File: src/hdl/sac_pkg.sv
// package: register map, field layout, timing and types of the sar converter control
package sac_pkg;

    // ------------------------------------------------------------
    // register offsets (plain 8-bit address space)
    // ------------------------------------------------------------
    localparam logic [7:0] OFF_CTRL_A = 8'h0E;
    localparam logic [7:0] OFF_CTRL_B = 8'h0F;
    localparam logic [7:0] OFF_STATUS = 8'h20;
    localparam logic [7:0] OFF_RESULT = 8'h21;

    // ------------------------------------------------------------
    // reset values
    // ------------------------------------------------------------
    localparam logic [7:0] CTRL_A_RESET = 8'h10;
    localparam logic [5:0] CTRL_B_RESET = 6'h10;
    localparam logic [7:0] RESULT_RESET = 8'h00;

    // ------------------------------------------------------------
    // field positions
    // ------------------------------------------------------------
    localparam int CA_START_BIT = 7;
    localparam int CA_DIS_BIT   = 4;
    localparam int CA_CH_LSB    = 0;
    localparam int CB_TIME_LSB  = 1;
    localparam int CB_REF_BIT   = 5;
    localparam int ST_DONE_BIT  = 5;
    localparam int ST_BUSY_BIT  = 4;

    // ------------------------------------------------------------
    // channel and conversion time codes
    // ------------------------------------------------------------
    localparam logic [3:0] CH_IN1 = 4'h1;
    localparam logic [3:0] CH_IN2 = 4'h2;
    localparam logic [3:0] CH_IN3 = 4'h3;
    localparam logic [3:0] CH_IN4 = 4'h4;

    localparam logic [2:0] TC_39   = 3'h0;
    localparam logic [2:0] TC_78   = 3'h2;
    localparam logic [2:0] TC_156  = 3'h3;
    localparam logic [2:0] TC_312  = 3'h4;
    localparam logic [2:0] TC_624  = 3'h5;
    localparam logic [2:0] TC_1248 = 3'h6;

    localparam logic [10:0] CYC_39   = 11'd39;
    localparam logic [10:0] CYC_78   = 11'd78;
    localparam logic [10:0] CYC_156  = 11'd156;
    localparam logic [10:0] CYC_312  = 11'd312;
    localparam logic [10:0] CYC_624  = 11'd624;
    localparam logic [10:0] CYC_1248 = 11'd1248;

    // one comparison step lasts the total divided by 2**STEP_SHIFT, plus one cycle
    localparam int STEP_SHIFT = 4;

    // reserved codes fall back to the slowest setting, the safest one
    function automatic logic [10:0] conv_cycles(input logic [2:0] code);
        logic [10:0] n;
        n = CYC_1248;
        unique case (code)
            TC_39:   n = CYC_39;
            TC_78:   n = CYC_78;
            TC_156:  n = CYC_156;
            TC_312:  n = CYC_312;
            TC_624:  n = CYC_624;
            default: n = CYC_1248;
        endcase
        return n;
    endfunction

    // ------------------------------------------------------------
    // types
    // ------------------------------------------------------------
    typedef struct packed {
        logic       wr;
        logic       rd;
        logic [7:0] addr;
        logic [7:0] wdata;
    } sac_bus_req_t;

    typedef struct packed {
        logic       sample;
        logic [3:0] chan_en;
        logic [7:0] trial;
        logic       ref_on;
        logic       inputs_off;
    } sac_ana_t;

    typedef enum logic [2:0] {
        SEQ_IDLE    = 3'b001,
        SEQ_SAMPLE  = 3'b010,
        SEQ_COMPARE = 3'b100
    } sac_seq_state_t;

endpackage

File: src/hdl/sac_sync.sv
// two-flop synchroniser for levels entering the clk domain
`timescale 1ns/1ps
`default_nettype none

module sac_sync #(
    parameter int WIDTH = 1
) (
    input  wire logic             clk,
    input  wire logic             rst_n,
    input  wire logic [WIDTH-1:0] async_in,
    output logic      [WIDTH-1:0] sync_out
);

    logic [WIDTH-1:0] meta_reg;

    always_ff @(posedge clk or negedge rst_n) begin
        if (!rst_n) begin
            meta_reg <= '0;
            sync_out <= '0;
        end else begin
            meta_reg <= async_in;
            sync_out <= meta_reg;
        end
    end

endmodule

`default_nettype wire

File: src/hdl/sac_top.sv
// sar converter control: registers, sequencer, flags and analog-side controls
//
// Functional notes
// one 8-bit channel, successive approximation, one 8-bit code per conversion
// writing one to start bit 7 begins conversion; bit clears itself
// channel codes 1..4 select inputs 1..4; others reserved; reset reserved
// input disable bit: zero enables analog inputs, one disables them
// software changes channel only while busy flag is zero
// software never restarts during conversion; waits for done or interrupt
// low-power mode resets control register a and blocks its writes
// low-power mode resets control register b and blocks its writes
// software writes one to bit 5, zero to bit 6 of register a
// software writes zero to bit 0, one to bit 4 of register b
// bits 6 and 7 of register b read undefined; tests mask them
// time codes give 39,78,156,312,624,1248 cycles; 001 and 111 reserved
// result holds 8-bit code, msb at bit 7, resets to zero
// done flag reads one after completion; result read clears it
// software reads status before result, since result read clears done
// busy set at start, cleared at finish, forced zero in stop or slow
// status bits 7, 6 and 3..0 are meaningless on read
// completion loads result, sets done and pulses interrupt together
// new start clears done; result keeps old value until new finish
// sequencer samples, then resolves eight bits msb first within the time
// low-power entry aborts conversion at once; done never set for it
//
// Local design decision: the address-and-strobe port.
`timescale 1ns/1ps
`default_nettype none

module sac_top (
    input  wire logic                  clk,
    input  wire logic                  rst_n,
    input  wire sac_pkg::sac_bus_req_t bus_req,
    output logic [7:0]                 rd_data,
    input  wire logic                  stop_mode,
    input  wire logic                  slow_mode,
    input  wire logic                  sleep_mode,
    input  wire logic                  comp_in,
    output sac_pkg::sac_ana_t          ana,
    output logic                       conv_complete_irq
);
    import sac_pkg::*;

    // ------------------------------------------------------------
    // declarations
    // ------------------------------------------------------------
    logic [7:0]     ctrl_a_reg;
    logic [5:0]     ctrl_b_reg;
    logic [7:0]     result_reg;
    logic           done_flag_reg;
    logic           irq_reg;
    logic [7:0]     rd_data_reg;
    logic [3:0]     chan_en_reg;
    sac_seq_state_t state_reg;
    logic [10:0]    cnt_reg;
    logic [2:0]     bit_idx_reg;
    logic [7:0]     trial_reg;
    logic [6:0]     step_reg;

    logic           comp_sync;
    logic           lp_any;
    logic           wr_ctrl_a;
    logic           wr_ctrl_b;
    logic           rd_result;
    logic           start_go;
    logic           busy;
    logic           finish;
    logic [10:0]    total_cycles;
    logic [6:0]     step_len;
    logic [10:0]    sample_len;
    logic [7:0]     decided;
    logic [3:0]     channel_select;
    logic           analog_input_disable;
    logic [2:0]     time_code;

    // ------------------------------------------------------------
    // comparator input crossing
    // ------------------------------------------------------------
    // the comparator settles asynchronously; two flops before use
    sac_sync #(
        .WIDTH (1)
    ) u_comp_sync (
        .clk      (clk),
        .rst_n    (rst_n),
        .async_in (comp_in),
        .sync_out (comp_sync)
    );

    // ------------------------------------------------------------
    // decode
    // ------------------------------------------------------------
    // mode levels come from this clock domain, so no synchroniser
    assign lp_any    = stop_mode | slow_mode | sleep_mode;
    assign wr_ctrl_a = bus_req.wr && (bus_req.addr == OFF_CTRL_A);
    assign wr_ctrl_b = bus_req.wr && (bus_req.addr == OFF_CTRL_B);
    assign rd_result = bus_req.rd && (bus_req.addr == OFF_RESULT);

    assign channel_select       = ctrl_a_reg[CA_CH_LSB +: 4];
    assign analog_input_disable = ctrl_a_reg[CA_DIS_BIT];
    assign time_code            = ctrl_b_reg[CB_TIME_LSB +: 3];

    // a pending trigger is only honoured in a normal run mode
    assign start_go = ctrl_a_reg[CA_START_BIT] & ~lp_any;
    assign busy     = (state_reg != SEQ_IDLE);

    // ------------------------------------------------------------
    // control register a
    // ------------------------------------------------------------
    always_ff @(posedge clk or negedge rst_n) begin
        if (!rst_n) begin
            ctrl_a_reg <= CTRL_A_RESET;
        end else if (lp_any) begin
            ctrl_a_reg <= CTRL_A_RESET;
        end else if (wr_ctrl_a) begin
            ctrl_a_reg <= bus_req.wdata;
        end else if (start_go) begin
            ctrl_a_reg[CA_START_BIT] <= 1'b0;
        end
    end

    // ------------------------------------------------------------
    // control register b
    // ------------------------------------------------------------
    always_ff @(posedge clk or negedge rst_n) begin
        if (!rst_n) begin
            ctrl_b_reg <= CTRL_B_RESET;
        end else if (lp_any) begin
            ctrl_b_reg <= CTRL_B_RESET;
        end else if (wr_ctrl_b) begin
            ctrl_b_reg <= bus_req.wdata[5:0];
        end
    end

    // ------------------------------------------------------------
    // conversion timing
    // ------------------------------------------------------------
    assign total_cycles = conv_cycles(time_code);
    // plus one: the synchronised comparator needs three edges after a trial
    assign step_len     = total_cycles[STEP_SHIFT +: 7] + 7'd1;
    // sampling takes what the eight comparison steps leave over
    assign sample_len   = total_cycles - {1'b0, step_len, 3'b000};

    // ------------------------------------------------------------
    // sequencer state
    // ------------------------------------------------------------
    always_ff @(posedge clk or negedge rst_n) begin
        if (!rst_n) begin
            state_reg <= SEQ_IDLE;
        end else if (lp_any) begin
            state_reg <= SEQ_IDLE;
        end else if (start_go) begin
            state_reg <= SEQ_SAMPLE;
        end else begin
            unique case (state_reg)
                SEQ_IDLE: begin
                    state_reg <= SEQ_IDLE;
                end
                SEQ_SAMPLE: begin
                    if (cnt_reg == 11'd0) begin
                        state_reg <= SEQ_COMPARE;
                    end
                end
                SEQ_COMPARE: begin
                    if (finish) begin
                        state_reg <= SEQ_IDLE;
                    end
                end
                default: begin
                    state_reg <= SEQ_IDLE;
                end
            endcase
        end
    end

    // ------------------------------------------------------------
    // step length
    // ------------------------------------------------------------
    // latched at start so a late time change cannot skew a running conversion
    always_ff @(posedge clk or negedge rst_n) begin
        if (!rst_n) begin
            step_reg <= 7'd0;
        end else if (start_go) begin
            step_reg <= step_len;
        end
    end

    // ------------------------------------------------------------
    // step counter
    // ------------------------------------------------------------
    always_ff @(posedge clk or negedge rst_n) begin
        if (!rst_n) begin
            cnt_reg <= 11'd0;
        end else if (lp_any) begin
            cnt_reg <= 11'd0;
        end else if (start_go) begin
            cnt_reg <= sample_len - 11'd1;
        end else if (busy) begin
            if (cnt_reg == 11'd0) begin
                cnt_reg <= {4'h0, step_reg} - 11'd1;
            end else begin
                cnt_reg <= cnt_reg - 11'd1;
            end
        end
    end

    // ------------------------------------------------------------
    // successive approximation
    // ------------------------------------------------------------
    // comparator high means input at or above the ladder: keep the bit
    always_comb begin
        decided = trial_reg & ~(8'h01 << bit_idx_reg);
        decided = decided | ({7'h00, comp_sync} << bit_idx_reg);
    end

    // an abort or restart in the last step must not publish a result
    assign finish = (state_reg == SEQ_COMPARE) && (cnt_reg == 11'd0)
                    && (bit_idx_reg == 3'd0) && !lp_any && !start_go;

    always_ff @(posedge clk or negedge rst_n) begin
        if (!rst_n) begin
            trial_reg   <= 8'h00;
            bit_idx_reg <= 3'd7;
        end else if (lp_any || start_go) begin
            trial_reg   <= 8'h00;
            bit_idx_reg <= 3'd7;
        end else if (cnt_reg == 11'd0) begin
            if (state_reg == SEQ_SAMPLE) begin
                trial_reg   <= 8'h80;
                bit_idx_reg <= 3'd7;
            end else if (state_reg == SEQ_COMPARE) begin
                if (bit_idx_reg == 3'd0) begin
                    trial_reg <= 8'h00;
                end else begin
                    trial_reg   <= decided | (8'h01 << (bit_idx_reg - 3'd1));
                    bit_idx_reg <= bit_idx_reg - 3'd1;
                end
            end
        end
    end

    // ------------------------------------------------------------
    // result register
    // ------------------------------------------------------------
    // earlier results are wiped on low-power entry; read them before
    always_ff @(posedge clk or negedge rst_n) begin
        if (!rst_n) begin
            result_reg <= RESULT_RESET;
        end else if (lp_any) begin
            result_reg <= RESULT_RESET;
        end else if (finish) begin
            result_reg <= decided;
        end
    end

    // ------------------------------------------------------------
    // done flag and completion pulse
    // ------------------------------------------------------------
    // completion wins over a result read in the same cycle
    always_ff @(posedge clk or negedge rst_n) begin
        if (!rst_n) begin
            done_flag_reg <= 1'b0;
        end else if (finish) begin
            done_flag_reg <= 1'b1;
        end else if (rd_result || start_go || lp_any) begin
            done_flag_reg <= 1'b0;
        end
    end

    // one-cycle request, in the cycle in which done first reads one
    always_ff @(posedge clk or negedge rst_n) begin
        if (!rst_n) begin
            irq_reg <= 1'b0;
        end else begin
            irq_reg <= finish;
        end
    end

    // ------------------------------------------------------------
    // read port
    // ------------------------------------------------------------
    // meaningless status bits and the top of register b read as zero
    always_ff @(posedge clk or negedge rst_n) begin
        if (!rst_n) begin
            rd_data_reg <= 8'h00;
        end else if (bus_req.rd) begin
            unique case (bus_req.addr)
                OFF_CTRL_A: begin
                    rd_data_reg <= ctrl_a_reg;
                end
                OFF_CTRL_B: begin
                    rd_data_reg <= {2'b00, ctrl_b_reg};
                end
                OFF_STATUS: begin
                    rd_data_reg <= 8'h00;
                    rd_data_reg[ST_DONE_BIT] <= done_flag_reg;
                    rd_data_reg[ST_BUSY_BIT] <= busy;
                end
                OFF_RESULT: begin
                    rd_data_reg <= result_reg;
                end
                default: begin
                    rd_data_reg <= 8'h00;
                end
            endcase
        end else begin
            rd_data_reg <= 8'h00;
        end
    end

    // ------------------------------------------------------------
    // analog-side channel enables
    // ------------------------------------------------------------
    // reserved codes and the disable bit leave every input switch open
    always_ff @(posedge clk or negedge rst_n) begin
        if (!rst_n) begin
            chan_en_reg <= 4'h0;
        end else if (analog_input_disable) begin
            chan_en_reg <= 4'h0;
        end else begin
            unique case (channel_select)
                CH_IN1:  chan_en_reg <= 4'h1;
                CH_IN2:  chan_en_reg <= 4'h2;
                CH_IN3:  chan_en_reg <= 4'h4;
                CH_IN4:  chan_en_reg <= 4'h8;
                default: chan_en_reg <= 4'h0;
            endcase
        end
    end

    // ------------------------------------------------------------
    // outputs
    // ------------------------------------------------------------
    assign ana.sample     = state_reg[1];
    assign ana.chan_en    = chan_en_reg;
    assign ana.trial      = trial_reg;
    assign ana.ref_on     = ctrl_b_reg[CB_REF_BIT];
    assign ana.inputs_off = ctrl_a_reg[CA_DIS_BIT];

    assign rd_data           = rd_data_reg;
    assign conv_complete_irq = irq_reg;

endmodule

`default_nettype wire

File: config.mk
export PLATFORM = sky130hd
export DESIGN_NAME = sac_top
export DESIGN_NICKNAME = d
export VERILOG_FILES = /design/src/hdl/sac_pkg.sv /design/src/hdl/sac_sync.sv /design/src/hdl/sac_top.sv
export SDC_FILE = /design/constraint.sdc
export NUM_CORES = 1
export LEC_CHECK = 0
export BUFFER_PORTS_ARGS = -buffer_cell sky130_fd_sc_hd__buf_2
export CAP_MARGIN = 0
export CORE_MARGIN = 3
export CORE_UTILIZATION = 53
export DETAILED_ROUTE_END_ITERATION = 8
export GPL_TIMING_DRIVEN = 0
export PLACE_DENSITY = 0.76
export SLEW_MARGIN = 0
export SYNTH_ARGS = -nofsm -noshare
export SYNTH_HDL_FRONTEND = slang
export SYNTH_SLANG_ARGS = --single-unit
File: constraint.sdc
create_clock -name clk -period 2.4 [get_ports clk]
set_input_delay 0 -clock clk [delete_from_list [all_inputs] [get_ports clk]]
set_output_delay 0 -clock clk [all_outputs]
set_load 0.05 [all_outputs]
**Word-level counts from Yosys, hierarchy flattened**

Cells that the tools add are included.

- Bits in registers: 70
- Output and inout port bits: 24
- Word-level logic and storage cells: 110
- Input bits: 24

- Add/sub/neg operators: 6
- Reduce and logical (&&, ||, !) cells: 26
- Equality and inequality tests: 18
- Shift-type cells: 3
- Multiplexer cells: 34
- Bitwise gates (word level): 8

Operators by type and width:

| kind | count |
|---|---|
| 8-bit two-way mux | 9 |
| 11-bit case mux with 5 select lines | 1 |
| 11-bit two-way mux | 4 |
| 8-bit case mux with 4 select lines | 1 |
| 3-bit two-way mux | 9 |
| 11-bit by 1-bit subtractor with 11-bit output, second input constant | 2 |
| 8-bit by 4-bit == test with 1-bit output, second input constant | 2 |
| 8-bit by 6-bit == test with 1-bit output, second input constant | 2 |
| 8-bit OR | 2 |
| 4-bit case mux with 4 select lines | 1 |
| 1-bit by 3-bit << shifter with 8-bit output, first input constant | 2 |
| 6-bit two-way mux | 2 |
| 11-bit zero test | 1 |
| 11-bit by 10-bit subtractor with 11-bit output | 1 |
| 2-bit nonzero test | 5 |
| 3-bit by 2-bit == test with 1-bit output, second input constant | 3 |
| 3-bit == test, second input constant | 3 |
| 3-bit nonzero test | 3 |
| 8-bit AND | 1 |
| 4-bit by 2-bit == test with 1-bit output, second input constant | 2 |
| 4-bit inequality test, second input constant | 2 |
| 8-bit NOT | 1 |
| 1-bit by 3-bit << shifter with 8-bit output | 1 |
| 7-bit by 1-bit subtractor with 8-bit output, second input constant | 1 |
| 18 further kinds | 34 |

**Longest topological paths before layout**

- Depth in word-level cells: 10
- Depth in mapped cells: 11
- Gate-level depth less buffers: 10

**Modules after synthesis**

Synthesis repeated with hierarchy kept, for this count alone.

- Cells, all modules: 419
- Area total of the unflattened synthesis: 4005.1 um^2

By module, submodules not included:

| module | area each (um^2) | cells an instance | instances |
|---|---|---|---|
| sac_top | 3955.0 | 417 | 1 |
| sac_sync | 50.0 | 2 | 1 |

**Worst setup path before layout**

Ideal clock, no wire load.

- Path kind: flip-flop to flip-flop
- Start point: reg ctrl_b_reg[2]
- End point: reg cnt_reg[5]
- Data arrival time: 2.427 ns
- Clock period less this slack: 2.528 ns
- Data required time: 2.299 ns
- Slack: -0.128 ns
- Stages on the path, launching flop included: 11
- Cells stage by stage: dfrtp_1 -> clkbuf_1 -> nor2b_1 -> inv_1 -> o21ai_0 -> ha_1 -> or3b_2 -> or3_1 -> a31oi_1 -> a211oi_1 -> nor4_1

- Word-level cells in the longest chain between the ends: 7

Ends and longest elaborated chain:

| element | RTL line | RTL |
|---|---|---|
| from (decl) | sac_top.sv:48 | `logic [5:0] ctrl_b_reg;` |
| from (signal assigned) | sac_top.sv:130 | `ctrl_b_reg <= bus_req.wdata[5:0];` |
| 3-bit == test (tied with other cells) | sac_pkg.sv:59 | `unique case (code)` |
| 11-bit case mux with 5 select lines * | sac_pkg.sv:59 |  |
| 7-bit by 1-bit adder with 7-bit output | sac_top.sv:139 | `assign step_len = total_cycles[STEP_SHIFT +: 7] + 7'd1;` |
| 11-bit by 10-bit subtractor with 11-bit output * | sac_top.sv:141 | `assign sample_len = total_cycles - {1'b0, step_len, 3'b000};` |
| 11-bit by 1-bit subtractor with 11-bit output * | sac_top.sv:196 | `cnt_reg <= sample_len - 11'd1;` |
| 11-bit two-way mux * | sac_top.sv:195 | `end else if (start_go) begin` |
| 11-bit two-way mux * | sac_top.sv:193 | `end else if (lp_any) begin` |
| to (signal assigned) | sac_top.sv:196 |  |
| to (signal assigned) | sac_top.sv:199 | `cnt_reg <= {4'h0, step_reg} - 11'd1;` |
| to (signal assigned) | sac_top.sv:201 | `cnt_reg <= cnt_reg - 11'd1;` |
| to (decl) | sac_top.sv:55 | `logic [10:0] cnt_reg;` |

Mark *: on every way between the ends. The rest lies on a longest branch, timed or not.
A chain may end at the register's enable or synchronous reset.

**Worst setup path in the final report**

- Start point: reg ctrl_b_reg[3]
- End point: reg cnt_reg[5]

- Word-level cells in the longest chain between the ends: 7

Ends and longest elaborated chain:

| element | RTL line | RTL |
|---|---|---|
| 3-bit == test (tied with other cells) | sac_pkg.sv:59 |  |
| 11-bit case mux with 5 select lines * | sac_pkg.sv:59 |  |
| 7-bit by 1-bit adder with 7-bit output * | sac_top.sv:139 |  |
| via step_len[1] | sac_top.sv:69 | `logic [6:0] step_len;` |
| 11-bit by 10-bit subtractor with 11-bit output * | sac_top.sv:141 |  |
| 11-bit by 1-bit subtractor with 11-bit output * | sac_top.sv:196 |  |
| 11-bit two-way mux * | sac_top.sv:195 |  |
| 11-bit two-way mux * | sac_top.sv:193 |  |

The timed path passes the listed nets; every way through them passes the cells marked *.

==> flow_metrics.py <==
metrics = {
    "clock_tree": {
        "clock_sinks": 70,
        "clock_latency_ns": 0.35,
        "numCtsBuffers": 9,
        "cts.clk_slew.worst_paths_ns": 0.08,
        "htreeDepth": 3,
        "clk_path_buf_depth": 2,
        "tritoncts": "yes",
        "clk_root_buffer_cell": "clkbuf_8",
    },
    "critical_path": {
        "endpoint": "cnt_reg[5]$_DFFE_PN0P_",
        "path_max_fanout": 6,
        "r2r-start": "ctrl_b_reg[3]$_DFFE_PN0P_",
        "critPathLaunch": "ctrl_b_reg[3]$_DFFE_PN0P_",
        "worst-setup-path-type": "flip-flop to flip-flop",
        "regToRegEndpoint": "cnt_reg[5]$_DFFE_PN0P_",
        "r2r_cells": 8,
        "end_kind": "flip-flop",
        "crit_required_ns": 2.66,
        "arrival_ns": 2.68,
        "ff2ff_setup_slack_ns": -0.01,
        "critPathLaunchType": "flip-flop",
    },
    "detailed_routing": {
        "firstDrtPassIters": 5,
        "drcViolationCount": 0,
        "detail_route.wl_per_cell_um": 16.94,
        "routed.top_layer": "met4",
        "routed_wl_um": 11010,
        "wl_met3_um": 734,
        "drt_first_iter_violations": 307,
        "vias": 3897,
        "final_antenna_net_count": 0,
        "viasPerCell": 5.995,
        "wl_met1_um": 4834,
        "wl_met2_um": 5221,
    },
    "layout": {
        "antenna_cells": 0,
        "largest_reg_flops": 11,
        "fin_nets": 584,
        "postLayoutCoreUtil": 0.6828,
        "layout-drive-gt1-share": 0.2341,
        "num-fill-cells": 602,
        "syn_to_final_growth_pct": 21.35,
    },
    "synthesis": {
        "synth_top_cells_by_count": "dfrtp_1 (64), nand2_1 (50), nor2_1 (45)",
        "synth_flop_cell": "dfrtp_1",
        "synth_cell_type_count": 66,
        "syn_nets": 503,
        "synthSimpleGateAreaFrac": 0.2353,
        "synthArstFlopShare": 1.000,
        "synth_compound_area_frac": 0.1938,
        "synth.top_cell.area_share": 0.3822,
        "synth_edf_count": 0,
        "yosysSeqAreaShare": 0.4198,
        "synthMuxAreaShare": 0.04031,
        "synth.avg_cell_area_um2": 9.011,
        "synth_top_family_by_area": "simple AND/OR/NAND/NOR gates",
        "yosys_warnings": 0,
        "yosys-top-cells-area": "dfrtp_1 (38%), nand2_1 (4.5%), a21oi_1 (4.2%)",
        "synthesis.area_um2": 4190,
        "synth_top_area_cell": "dfrtp_1",
        "synthCells": 465,
        "synthAdderAreaFrac": 0.04180,
        "synth.most_common_cell": "dfrtp_1",
        "synth_seq_cells": 70,
        "synth_xor_area_frac": 0.02717,
    },
    "power_and_ir_drop": {
        "powerDensity_nw_per_um2": 428.4,
        "p_leak_uw": 0.002204,
        "ir_drop_mv": 0.3686,
    },
    "sta": {
        "max_slew_margin": 0.3988,
        "grt_setup_unrepaired": "true",
        "fin_worst_skew_ns": 0.007212,
        "fmax_ghz": 0.4142,
        "period_needed_ns": 2.414,
        "holdWs_ns": 0.05731,
        "setup_violations": 1,
        "worst_pin_slew_ns": 0.9019,
        "min_period_over_period": 1.006,
        "slew_violations": 0,
        "hold_viol_final": 0,
        "tns_ns": -0.01407,
        "final_critical_path_setup_slack_ns": -0.01407,
    },
    "status": {
        "status": "finished, violations left",
        "violations": "setup timing",
    },
    "place": {
        "gp_congestion": 0.9200,
        "io_buffers": 45,
        "dp_hpwl_um": 7493,
    },
    "floorplan": {
        "rows": 31,
        "dieArea_um2": 9009,
        "die_w_um": 94.92,
        "core_area_um2": 7447,
        "initial_core_util": 0.5627,
        "pin_count": 48,
        "die_y_um": 94.92,
    },
    "global_routing": {
        "first_global_vias": 3623,
        "grtUsageTotal": 0.2533,
        "grt_max_degree": 71,
        "antenna_found_initial": 0,
        "grt_pass1_wl_um": 17580,
        "grt-ovfl-total": 0,
    },
    "worst_hold_path": {
        "hold_class": "primary input to flip-flop",
    },
    "flow_run": {
        "cap_viol_max_count": 0,
    },
}
-- metal layers --
metal | global-route usage | up-vias
li1 | - | 1849
met3 | 0.04382 | 22
met1 | 0.3515 | 1873
met5 | 0 | -
met4 | 0.09856 | 0
met2 | 0.3952 | 153
-- critical path, stage by stage, from the launching register on --
cell      delay (ns)
dfrtp_2         0.47
nand3b_1        0.21
nand2_2         0.16
ha_4            0.23
or3b_4          0.38
or3_4           0.40
a31oi_4         0.20
a211oi_2        0.05
nor4_1          0.22
-- worst min path at each step --
| stage | slack [ns] | from | cells after the start | endpoint |
|---|---|---|---|---|
| after global routing | 0.07 | stop_mode | 4 | result_reg[0]$_DFFE_PN0P_ |
| after CTS | 0.03 | sleep_mode | 4 | result_reg[0]$_DFFE_PN0P_ |
| after floorplan | -0.30 | rst_n | 0 | chan_en_reg[0]$_DFF_PN0_ |
| final | 0.06 | stop_mode | 4 | result_reg[0]$_DFFE_PN0P_ |
| after detailed placement | 0.11 | comp_in | 1 | u_comp_sync.meta_reg$_DFF_PN0_ |
| after global placement | 0.11 | comp_in | 1 | u_comp_sync.meta_reg$_DFF_PN0_ |
-- kinds of logic after synthesis --
group / count (synthesis)
XOR/XNOR: 13
AO/OA/AOI/OAI: 125
flip-flops: 70
multiplexers: 16
adder cells (fa/ha/maj): 14
AND/OR/NAND/NOR: 186
buffers and inverters: 41
-- per-stage QoR --
stage          instances  instance area [um^2]  total power, uW  setup slack (ns)
2_1_floorplan        465                  4203             1254           0.01163
3_3_place_gp         609                  4552             1313           -0.2302
3_5_place_dp         609                  4554             1316           -0.2916
4_1_cts              645                  4961             2200         -0.005095
5_1_grt              650                  5085             2258           -0.1645
6_report             650                  5085             2178          -0.01407
-- layout make-up --
type,instances,area [um^2],share of cell area
plain buffers,25,120.1,0.02362
clock inverters,5,35.03,0.006890
multi-input cells,354,2390,0.4700
repair buffers,72,456.7,0.08981
clock buffers,11,141.4,0.02781
inverters,14,55.05,0.01083
well taps,99,123.9,0.02436
flip-flops and latches,70,1763,0.3467
-- layout by cell type, fill, tap and decap left out, types with 7 or more instances in the layout --
cell            n
inv_1          13
nand3_1        24
a21oi_1        34
clkbuf_1       14
nand2_1        48
dlygate4sd3_1  12
o21ai_1         8
mux2_1          7
buf_2          49
mux2i_1         9
nor2_1         44
nor3_1         11
ha_1           11
clkbuf_8       10
o21ai_0        19
a22oi_1         9
buf_4          20
dfrtp_1        61
a211oi_1       12
-- timing repair --
action,in CTS,in global routing
endpoints found under the hold margin,81,0
pin swaps,6,9
resized for setup,13,19
endpoints found under the setup margin,2,3
buffers inserted,9,6
hold buffers,12,0
-- report_power, final --
part,internal (uW),switching (uW),leakage (uW)
registers,1180,2.64,0.000943
logic,45.0,77.1,0.00118
clock network,401,470,0.0000776
total,1630,550,0.00220
Power figures use the tool's default switching activity.
